## config.mk

```make
export PLATFORM = sky130hd
export DESIGN_NAME = fbm_host
export DESIGN_NICKNAME = d
export VERILOG_FILES = /design/src/rtl/fbm_pkg.sv /design/src/rtl/fbm_host.sv /design/src/rtl/fbm_timer.sv
export SDC_FILE = /design/constraint.sdc
export NUM_CORES = 1
export LEC_CHECK = 0
export BUFFER_PORTS_ARGS = -buffer_cell sky130_fd_sc_hd__buf_4
export CAP_MARGIN = 20
export CORE_MARGIN = 2
export CORE_UTILIZATION = 55
export DETAILED_ROUTE_END_ITERATION = 8
export PLACE_DENSITY = 0.85
export SLEW_MARGIN = 20
export SYNTH_ARGS = -nofsm -noshare
export SYNTH_HDL_FRONTEND = slang
export SYNTH_SLANG_ARGS = --single-unit
```

## constraint.sdc

```tcl
create_clock -name core_clk_i -period 6.8 [get_ports core_clk_i]
set_clock_uncertainty 0.2 [all_clocks]
set_input_delay 1.36 -clock core_clk_i [delete_from_list [all_inputs] [get_ports core_clk_i]]
set_output_delay 1.36 -clock core_clk_i [all_outputs]
set_load 0.01 [all_outputs]
```

## src/rtl/fbm_pkg.sv

```systemverilog
package fbm_pkg;

	// Flash side widths
	localparam int ADDR_W = 21;
	localparam int DATA_W = 8;

	// Address bit positions used by the identifier and protection modes
	localparam int HV_SEL_BIT    = 9;
	localparam int ID_BYTE_BIT   = 0;
	localparam int ID_REGION_BIT = 1;
	localparam int ID_QUAL_BIT   = 6;
	localparam int SGA_LO_BIT    = 18;
	localparam int SGA_W         = 3;
	localparam int PARITY_BIT    = 7;

	// Identifier low address offsets
	localparam logic [1:0] ID_OFS_MAKER = 2'h0;
	localparam logic [1:0] ID_OFS_PART  = 2'h1;
	localparam logic [1:0] ID_OFS_PROT  = 2'h2;

	// Clock and timing
	localparam int CLK_PERIOD_NS  = 100;
	localparam int WAKE_NS        = 500;
	localparam int WAKE_CYC       = (WAKE_NS + CLK_PERIOD_NS - 1) / CLK_PERIOD_NS;
	localparam int ACCESS_NS      = 200;
	localparam int ACCESS_CYC     = (ACCESS_NS + CLK_PERIOD_NS - 1) / CLK_PERIOD_NS;
	localparam int STROBE_NS      = 200;
	localparam int STROBE_CYC     = (STROBE_NS + CLK_PERIOD_NS - 1) / CLK_PERIOD_NS;
	localparam int PROT_PULSE_NS  = 1000;
	localparam int PROT_PULSE_CYC = (PROT_PULSE_NS + CLK_PERIOD_NS - 1) / CLK_PERIOD_NS;
	localparam int SETUP_CYC      = 1;
	localparam int CNT_W          = 8;

	// Host request kinds
	typedef enum logic [2:0] {
		FBM_OP_READ,
		FBM_OP_WRITE,
		FBM_OP_ID_READ,
		FBM_OP_PROT_PROG,
		FBM_OP_PROT_VERIFY
	} fbm_op_t;

endpackage : fbm_pkg

```

## src/rtl/fbm_host.sv

```systemverilog
`timescale 1ns/100ps
// How it works
// - Data is sampled only with chip select and output gate both low.
// - After reset release, no data sampled before 500 ns elapse.
// - Address bit 9 at high voltage enters identifier readout.
// - Host holds address bit 1 low to read maker or part code.
// - Command write: write strobe low, chip select low, output gate high.
// - Protect: bit 9 and gate high voltage, select low, one strobe pulse.
module fbm_host (
	// Clock and reset
	input  wire logic                       core_clk_i,
	input  wire logic                       rst_i,
	// Host request
	input  wire logic                       req_valid_i,
	output logic                            req_ready_o,
	input  wire logic [2:0]                 req_op_i,
	input  wire logic [fbm_pkg::ADDR_W-1:0] req_addr_i,
	input  wire logic [fbm_pkg::DATA_W-1:0] req_data_i,
	// Host answer
	output logic                            rsp_valid_o,
	output logic [fbm_pkg::DATA_W-1:0]      rsp_data_o,
	output logic                            rsp_parity_ok_o,
	output logic                            rsp_protected_o,
	// Standby and unprotect controls
	input  wire logic                       standby_i,
	input  wire logic                       unprotect_i,
	// Flash pins
	output logic [fbm_pkg::ADDR_W-1:0]      flash_addr_o,
	input  wire logic [fbm_pkg::DATA_W-1:0] flash_data_i,
	output logic [fbm_pkg::DATA_W-1:0]      flash_data_o,
	output logic                            flash_data_oe_o,
	output logic                            flash_cs_n_o,
	output logic                            flash_oe_n_o,
	output logic                            flash_we_n_o,
	output logic                            flash_reset_n_o,
	output logic                            high_voltage_select_addr_o,
	output logic                            oe_high_voltage_o,
	output logic                            reset_high_voltage_o
);

	typedef enum logic [2:0] {
		FBM_IDLE,
		FBM_SETUP,
		FBM_STROBE,
		FBM_HOLD,
		FBM_WAKE
	} fbm_state_t;

	fbm_state_t                  state_q;
	fbm_pkg::fbm_op_t            op_q;
	logic [fbm_pkg::DATA_W-1:0]  sync1_q;
	logic [fbm_pkg::DATA_W-1:0]  sync2_q;
	logic                        tmr_load;
	logic [fbm_pkg::CNT_W-1:0]   tmr_value;
	logic                        tmr_done;
	logic                        is_read;
	logic                        accept;

	// Odd parity over a byte
	function automatic logic odd_parity(input logic [fbm_pkg::DATA_W-1:0] b);
		odd_parity = ^b;
	endfunction : odd_parity

	// Cycle count as counter width
	function automatic logic [fbm_pkg::CNT_W-1:0] cyc(input int n);
		cyc = fbm_pkg::CNT_W'(n);
	endfunction : cyc

	fbm_timer u_timer (
		.core_clk_i (core_clk_i),
		.rst_i      (rst_i),
		.load_i     (tmr_load),
		.value_i    (tmr_value),
		.done_o     (tmr_done)
	);

	assign is_read = (op_q != fbm_pkg::FBM_OP_WRITE) && (op_q != fbm_pkg::FBM_OP_PROT_PROG);
	// Requests wait during standby so reads never see a sleeping device
	assign accept      = (state_q == FBM_IDLE) && req_valid_i && !standby_i;
	assign req_ready_o = (state_q == FBM_IDLE) && !standby_i;

	// Data pins pass two flops; access time covers the extra latency
	always_ff @(posedge core_clk_i or posedge rst_i) begin
		if (rst_i) begin
			sync1_q <= '0;
			sync2_q <= '0;
		end else begin
			sync1_q <= flash_data_i;
			sync2_q <= sync1_q;
		end
	end

	// Sequencer state
	always_ff @(posedge core_clk_i or posedge rst_i) begin
		if (rst_i) begin
			state_q <= FBM_WAKE;
		end else begin
			unique case (state_q)
				FBM_IDLE:   if (standby_i) state_q <= FBM_WAKE;
				            else if (accept) state_q <= FBM_SETUP;
				FBM_SETUP:  if (tmr_done) state_q <= FBM_STROBE;
				FBM_STROBE: if (tmr_done) state_q <= FBM_HOLD;
				FBM_HOLD:   if (tmr_done) state_q <= FBM_IDLE;
				FBM_WAKE:   if (!standby_i && flash_reset_n_o && tmr_done) state_q <= FBM_IDLE;
			endcase
		end
	end

	// Phase timing
	always_comb begin
		tmr_load  = 1'b0;
		tmr_value = '0;
		unique case (state_q)
			FBM_IDLE: begin
				tmr_load  = accept || standby_i;
				tmr_value = standby_i ? cyc(fbm_pkg::WAKE_CYC) : cyc(fbm_pkg::SETUP_CYC);
			end
			FBM_SETUP: begin
				tmr_load  = tmr_done;
				tmr_value = (op_q == fbm_pkg::FBM_OP_PROT_PROG) ? cyc(fbm_pkg::PROT_PULSE_CYC) :
				            is_read ? cyc(fbm_pkg::ACCESS_CYC + 2) : cyc(fbm_pkg::STROBE_CYC);
			end
			FBM_STROBE: begin
				tmr_load  = tmr_done;
				tmr_value = cyc(fbm_pkg::SETUP_CYC);
			end
			FBM_HOLD: begin
			end
			FBM_WAKE: begin
				tmr_load  = standby_i || !flash_reset_n_o; // Restart wake time while reset pin low
				tmr_value = cyc(fbm_pkg::WAKE_CYC);
			end
		endcase
	end

	// Request capture; address stays constant through the whole cycle
	always_ff @(posedge core_clk_i or posedge rst_i) begin
		if (rst_i) begin
			op_q         <= fbm_pkg::FBM_OP_READ;
			flash_addr_o <= '0;
			flash_data_o <= '0;
		end else if (accept) begin
			op_q         <= fbm_pkg::fbm_op_t'(req_op_i);
			flash_addr_o <= req_addr_i;
			flash_data_o <= req_data_i;
			unique case (fbm_pkg::fbm_op_t'(req_op_i))
				fbm_pkg::FBM_OP_ID_READ: begin
					flash_addr_o[fbm_pkg::ID_QUAL_BIT]   <= 1'b0;
					flash_addr_o[fbm_pkg::ID_REGION_BIT] <= 1'b0;
				end
				fbm_pkg::FBM_OP_PROT_VERIFY: begin
					flash_addr_o[fbm_pkg::ID_QUAL_BIT]   <= 1'b0;
					flash_addr_o[1:0]                    <= fbm_pkg::ID_OFS_PROT;
				end
				default: begin
				end
			endcase
		end
	end

	// Control pins; command writes keep output gate high, select falls before the strobe and rises after it
	always_ff @(posedge core_clk_i or posedge rst_i) begin
		if (rst_i) begin
			flash_cs_n_o    <= 1'b1;
			flash_oe_n_o    <= 1'b1;
			flash_we_n_o    <= 1'b1;
			flash_data_oe_o <= 1'b0;
			high_voltage_select_addr_o <= 1'b0;
			oe_high_voltage_o <= 1'b0;
		end else begin
			flash_cs_n_o <= !(state_q == FBM_SETUP || state_q == FBM_STROBE);
			flash_oe_n_o <= !(state_q == FBM_STROBE && is_read);
			flash_we_n_o <= !(state_q == FBM_STROBE && !is_read &&
			                  tmr_load == 1'b0);
			// Drive data on every write strobe cycle, never with output gate low
			flash_data_oe_o <= (state_q == FBM_SETUP || state_q == FBM_STROBE) &&
			                   !is_read;
			high_voltage_select_addr_o <= (state_q != FBM_IDLE && state_q != FBM_WAKE) &&
			                   (op_q == fbm_pkg::FBM_OP_ID_READ ||
			                    op_q == fbm_pkg::FBM_OP_PROT_PROG ||
			                    op_q == fbm_pkg::FBM_OP_PROT_VERIFY);
			oe_high_voltage_o <= (state_q != FBM_IDLE && state_q != FBM_WAKE) &&
			                     op_q == fbm_pkg::FBM_OP_PROT_PROG;
		end
	end

	// Reset pin and temporary unprotect level
	always_ff @(posedge core_clk_i or posedge rst_i) begin
		if (rst_i) begin
			flash_reset_n_o      <= 1'b0;
			reset_high_voltage_o <= 1'b0;
		end else begin
			// Standby waits for the sequencer so a strobe is never cut by the reset pin
			flash_reset_n_o      <= !(standby_i &&
			                          (state_q == FBM_IDLE || state_q == FBM_WAKE));
			reset_high_voltage_o <= unprotect_i && !standby_i;
		end
	end

	// Answer capture at the end of the read strobe
	always_ff @(posedge core_clk_i or posedge rst_i) begin
		if (rst_i) begin
			rsp_valid_o     <= 1'b0;
			rsp_data_o      <= '0;
			rsp_parity_ok_o <= 1'b0;
			rsp_protected_o <= 1'b0;
		end else begin
			rsp_valid_o <= 1'b0;
			if (state_q == FBM_STROBE && tmr_done && is_read) begin
				rsp_valid_o     <= 1'b1;
				rsp_data_o      <= sync2_q;
				rsp_parity_ok_o <= odd_parity(sync2_q);
				rsp_protected_o <= sync2_q[0];
			end
		end
	end

endmodule : fbm_host

```

## src/rtl/fbm_timer.sv

```systemverilog
`timescale 1ns/100ps
// Loadable down counter; done is high while the count stands at zero
module fbm_timer (
	// Clock and reset
	input  wire logic                     core_clk_i,
	input  wire logic                     rst_i,
	// Control
	input  wire logic                     load_i,
	input  wire logic [fbm_pkg::CNT_W-1:0] value_i,
	// Status
	output logic                          done_o
);

	logic [fbm_pkg::CNT_W-1:0] cnt_q;

	// Count down to zero and hold
	always_ff @(posedge core_clk_i or posedge rst_i) begin
		if (rst_i) begin
			cnt_q <= '0;
		end else if (load_i) begin
			cnt_q <= value_i;
		end else if (cnt_q != '0) begin
			cnt_q <= cnt_q - 1'b1;
		end
	end

	// Done looks at the count only; a load term here would loop back through the sequencer
	assign done_o = (cnt_q == '0);

endmodule : fbm_timer

```

==> reports/results.tsv <==
metric	value	unit
status	completed	
ANT cells	0	
Seq. cell area	1930	µm²
Die ar.	6350	µm²
Worst EP required	5240	ps
Setup Buffers After CTS	0	
Max-Cap Viols	0	
Multi-input gate area	1140	µm²
Slew @ Worst Pin	922	ps
hold path cells	0	
clock buffer count from CTS	9	
Power Internal	0.00102	W
unrepaired setup endpoints after global routing	false	
Nets	373	
Pwr Density	365	nW/µm²
Final min period	3410	ps
top-count cell post-synth	dfrtp_1	
post-layout instance area	4090	µm²
cell taking the most area after synthesis	dfrtp_1	
Total GRT Usage	21.3	%
Worst Setup Slack, final	3390	ps
maximum vdd drop	0.000263	V
leakage	2.00	nW
sw frac	31.5	%
syn avg cell area	13.7	µm²
proportion of layout cells with a drive suffix above 1	39.6	%
Die Y	79.7	µm
Root Buffer	clkbuf_8	
clock share of power	22.7	%
syn nets	277	
Final Hold Viols	0	
DR iter-0 viols	119	
synth cell count leaders	dfrtp_1, mux2_1, nor2_1	
Die Wd	79.7	µm
Seq/Total Area, Yosys	61.3	%
Warnings, synthesis	0	
Post-DRT Antenna Nets	0	
Seq pwr share	44.8	%
placed instance area	3890	µm²
starting density of the core	57.2	%
Final Non-Filler Cells	403	
largest net degree at the start of global routing	78	
grt total ovfl	0	
Pre-antenna DRT Iters	4	
TritonCTS clock tree	yes	
Layout area overhead	29.8	%
final RePlAce weighted congestion	0.741	
final setup fails	0	
Rows	27	
dpl ws	3390	ps
routed vias/inst	5.23	
drt wl/cell	14.9	µm
Worst Setup Path Type	in2out	
DP HPWL	4320	µm
fill count	372	
FMAX	0.293	GHz
clk buf depth	2	
clk slew on worst S/H paths	70	ps
fraction of registers with async set/reset	100	%
DR DRC count	0	
Most used DFF post-synth	dfrtp_1	
NetSw	0.000471	W
top cell type's share of synthesized area	58.0	%
# hold bufs at CTS	0	
# clock sinks	77	
Slew Viols, Final	0	
antenna violations before repair	0	
Comb pwr share	32.5	%
final period utilization	50.2	%
FF-to-FF path depth	5	
slew margin rel.	38.5	%
core area	5510	µm²
Startpoint Class	input port	
Mapped Area	3150	µm²
Setup TNS	0	ps
# port buffers	93	
register bit total from synthesis	77	
dpl cells	387	
Unique masters post-synth	47	
EDFF count, synth	0	
first-pass GRT wire length	10100	µm
wirelength, routed	6020	µm
crit end category	output pin	
main area contributors after synthesis	dfrtp_1, mux2_1, mux2_4	
Vias	2107	
clk_lat worst skew	340	ps
cell count after synthesis	230	
vias in the first global route	2072	
H-tree levels	3	
crit path max fanout	8	
Critical Path AT	1850	ps
# IOs	94	
worst min path class	reg2reg	
# resized after CTS	0	
-- kinds of logic after synthesis --
logic type | synth area share, %
AND/OR/NAND/NOR | 9.61
adder cells (fa/ha/maj) | 0.794
buffers and inverters | 2.50
XOR/XNOR | 3.06
flip-flops | 61.3
multiplexers | 15.9
AO/OA/AOI/OAI | 6.83
-- power groups by stage --
stage               logic (W)  clock network (W)  registers, W
detailed placement   0.000491                  0      0.000677
global route         0.000533           0.000366      0.000687
finish               0.000485           0.000338      0.000669
floorplan            0.000249                  0      0.000697
global placement     0.000476                  0      0.000671
CTS                  0.000492           0.000344      0.000669
-- cell usage in the layout, fill, tap and decap left out, types with 3 or more instances in the layout --
cell	instances
nand2_1	7
nor2_1	12
or3_1	3
dfrtp_1	73
mux2i_1	3
o21ai_0	4
mux2_4	8
dfstp_2	4
xnor2_1	9
mux2_1	31
o21ai_1	7
clkbuf_8	10
nand3_1	4
inv_1	5
buf_4	94
nor2b_1	5
a21oi_1	10
-- sequential cells by signal (all words and copies together), names as in the netlist --
signal,cells
flash_cs_n_o,1
rsp_data_o,8
high_voltage_select_addr_o,1
reset_high_voltage_o,1
flash_reset_n_o,1
oe_high_voltage_o,1
op_q,3
flash_data_o,8
sync2_q,8
rsp_parity_ok_o,1
flash_data_oe_o,1
state_q,3
rsp_valid_o,1
flash_we_n_o,1
flash_oe_n_o,1
u_timer.cnt_q,8
flash_addr_o,21
sync1_q,8
-- critical path, stage by stage --
cell	delay [ps]
buf_4	150
nor4_4	170
buf_4	170
-- final timing paths --
kind / from / endpoint / slack [ps]
worst max-delay path: standby_i / req_ready_o / 3390
worst max register to register: u_timer.cnt_q[0] / rsp_data_o[7] / 4170
max in group asynchronous: rst_i / u_timer.cnt_q[5] / 4710
worst min-delay path: sync1_q[0] / sync2_q[0] / 150
min in group asynchronous: rst_i / flash_data_o[1] / 1090
worst min register to register: sync1_q[0] / sync2_q[0] / 150
-- stage by stage --
| step | hold WS, ps | power, W | utilization (%) |
|---|---|---|---|
| after floorplan | 131 | 0.000947 | - |
| after global placement | 131 | 0.00115 | 70.7 |
| after detailed placement | 136 | 0.00117 | 70.7 |
| after CTS | 152 | 0.00151 | 74.2 |
| after global routing | 158 | 0.00159 | 74.2 |
| final | 152 | 0.00149 | 74.2 |
-- layout make-up --
type,instances,area share (%)
clock buffers,12,3.55
clock inverters,4,1.19
inverters,7,0.643
multi-input cells,137,27.9
flip-flops and latches,77,47.3
well taps,72,2.20
repair buffers,94,17.3
-- routing by layer --
layer	part of all wire, %	track usage, %	vias up
met4	2.0	10.5	0
met1	41	26.1	1045
met5	0	0	-
met2	53	35.5	59
li1	-	-	993
met3	4.4	4.52	10
Power figures use the tool's default switching activity.
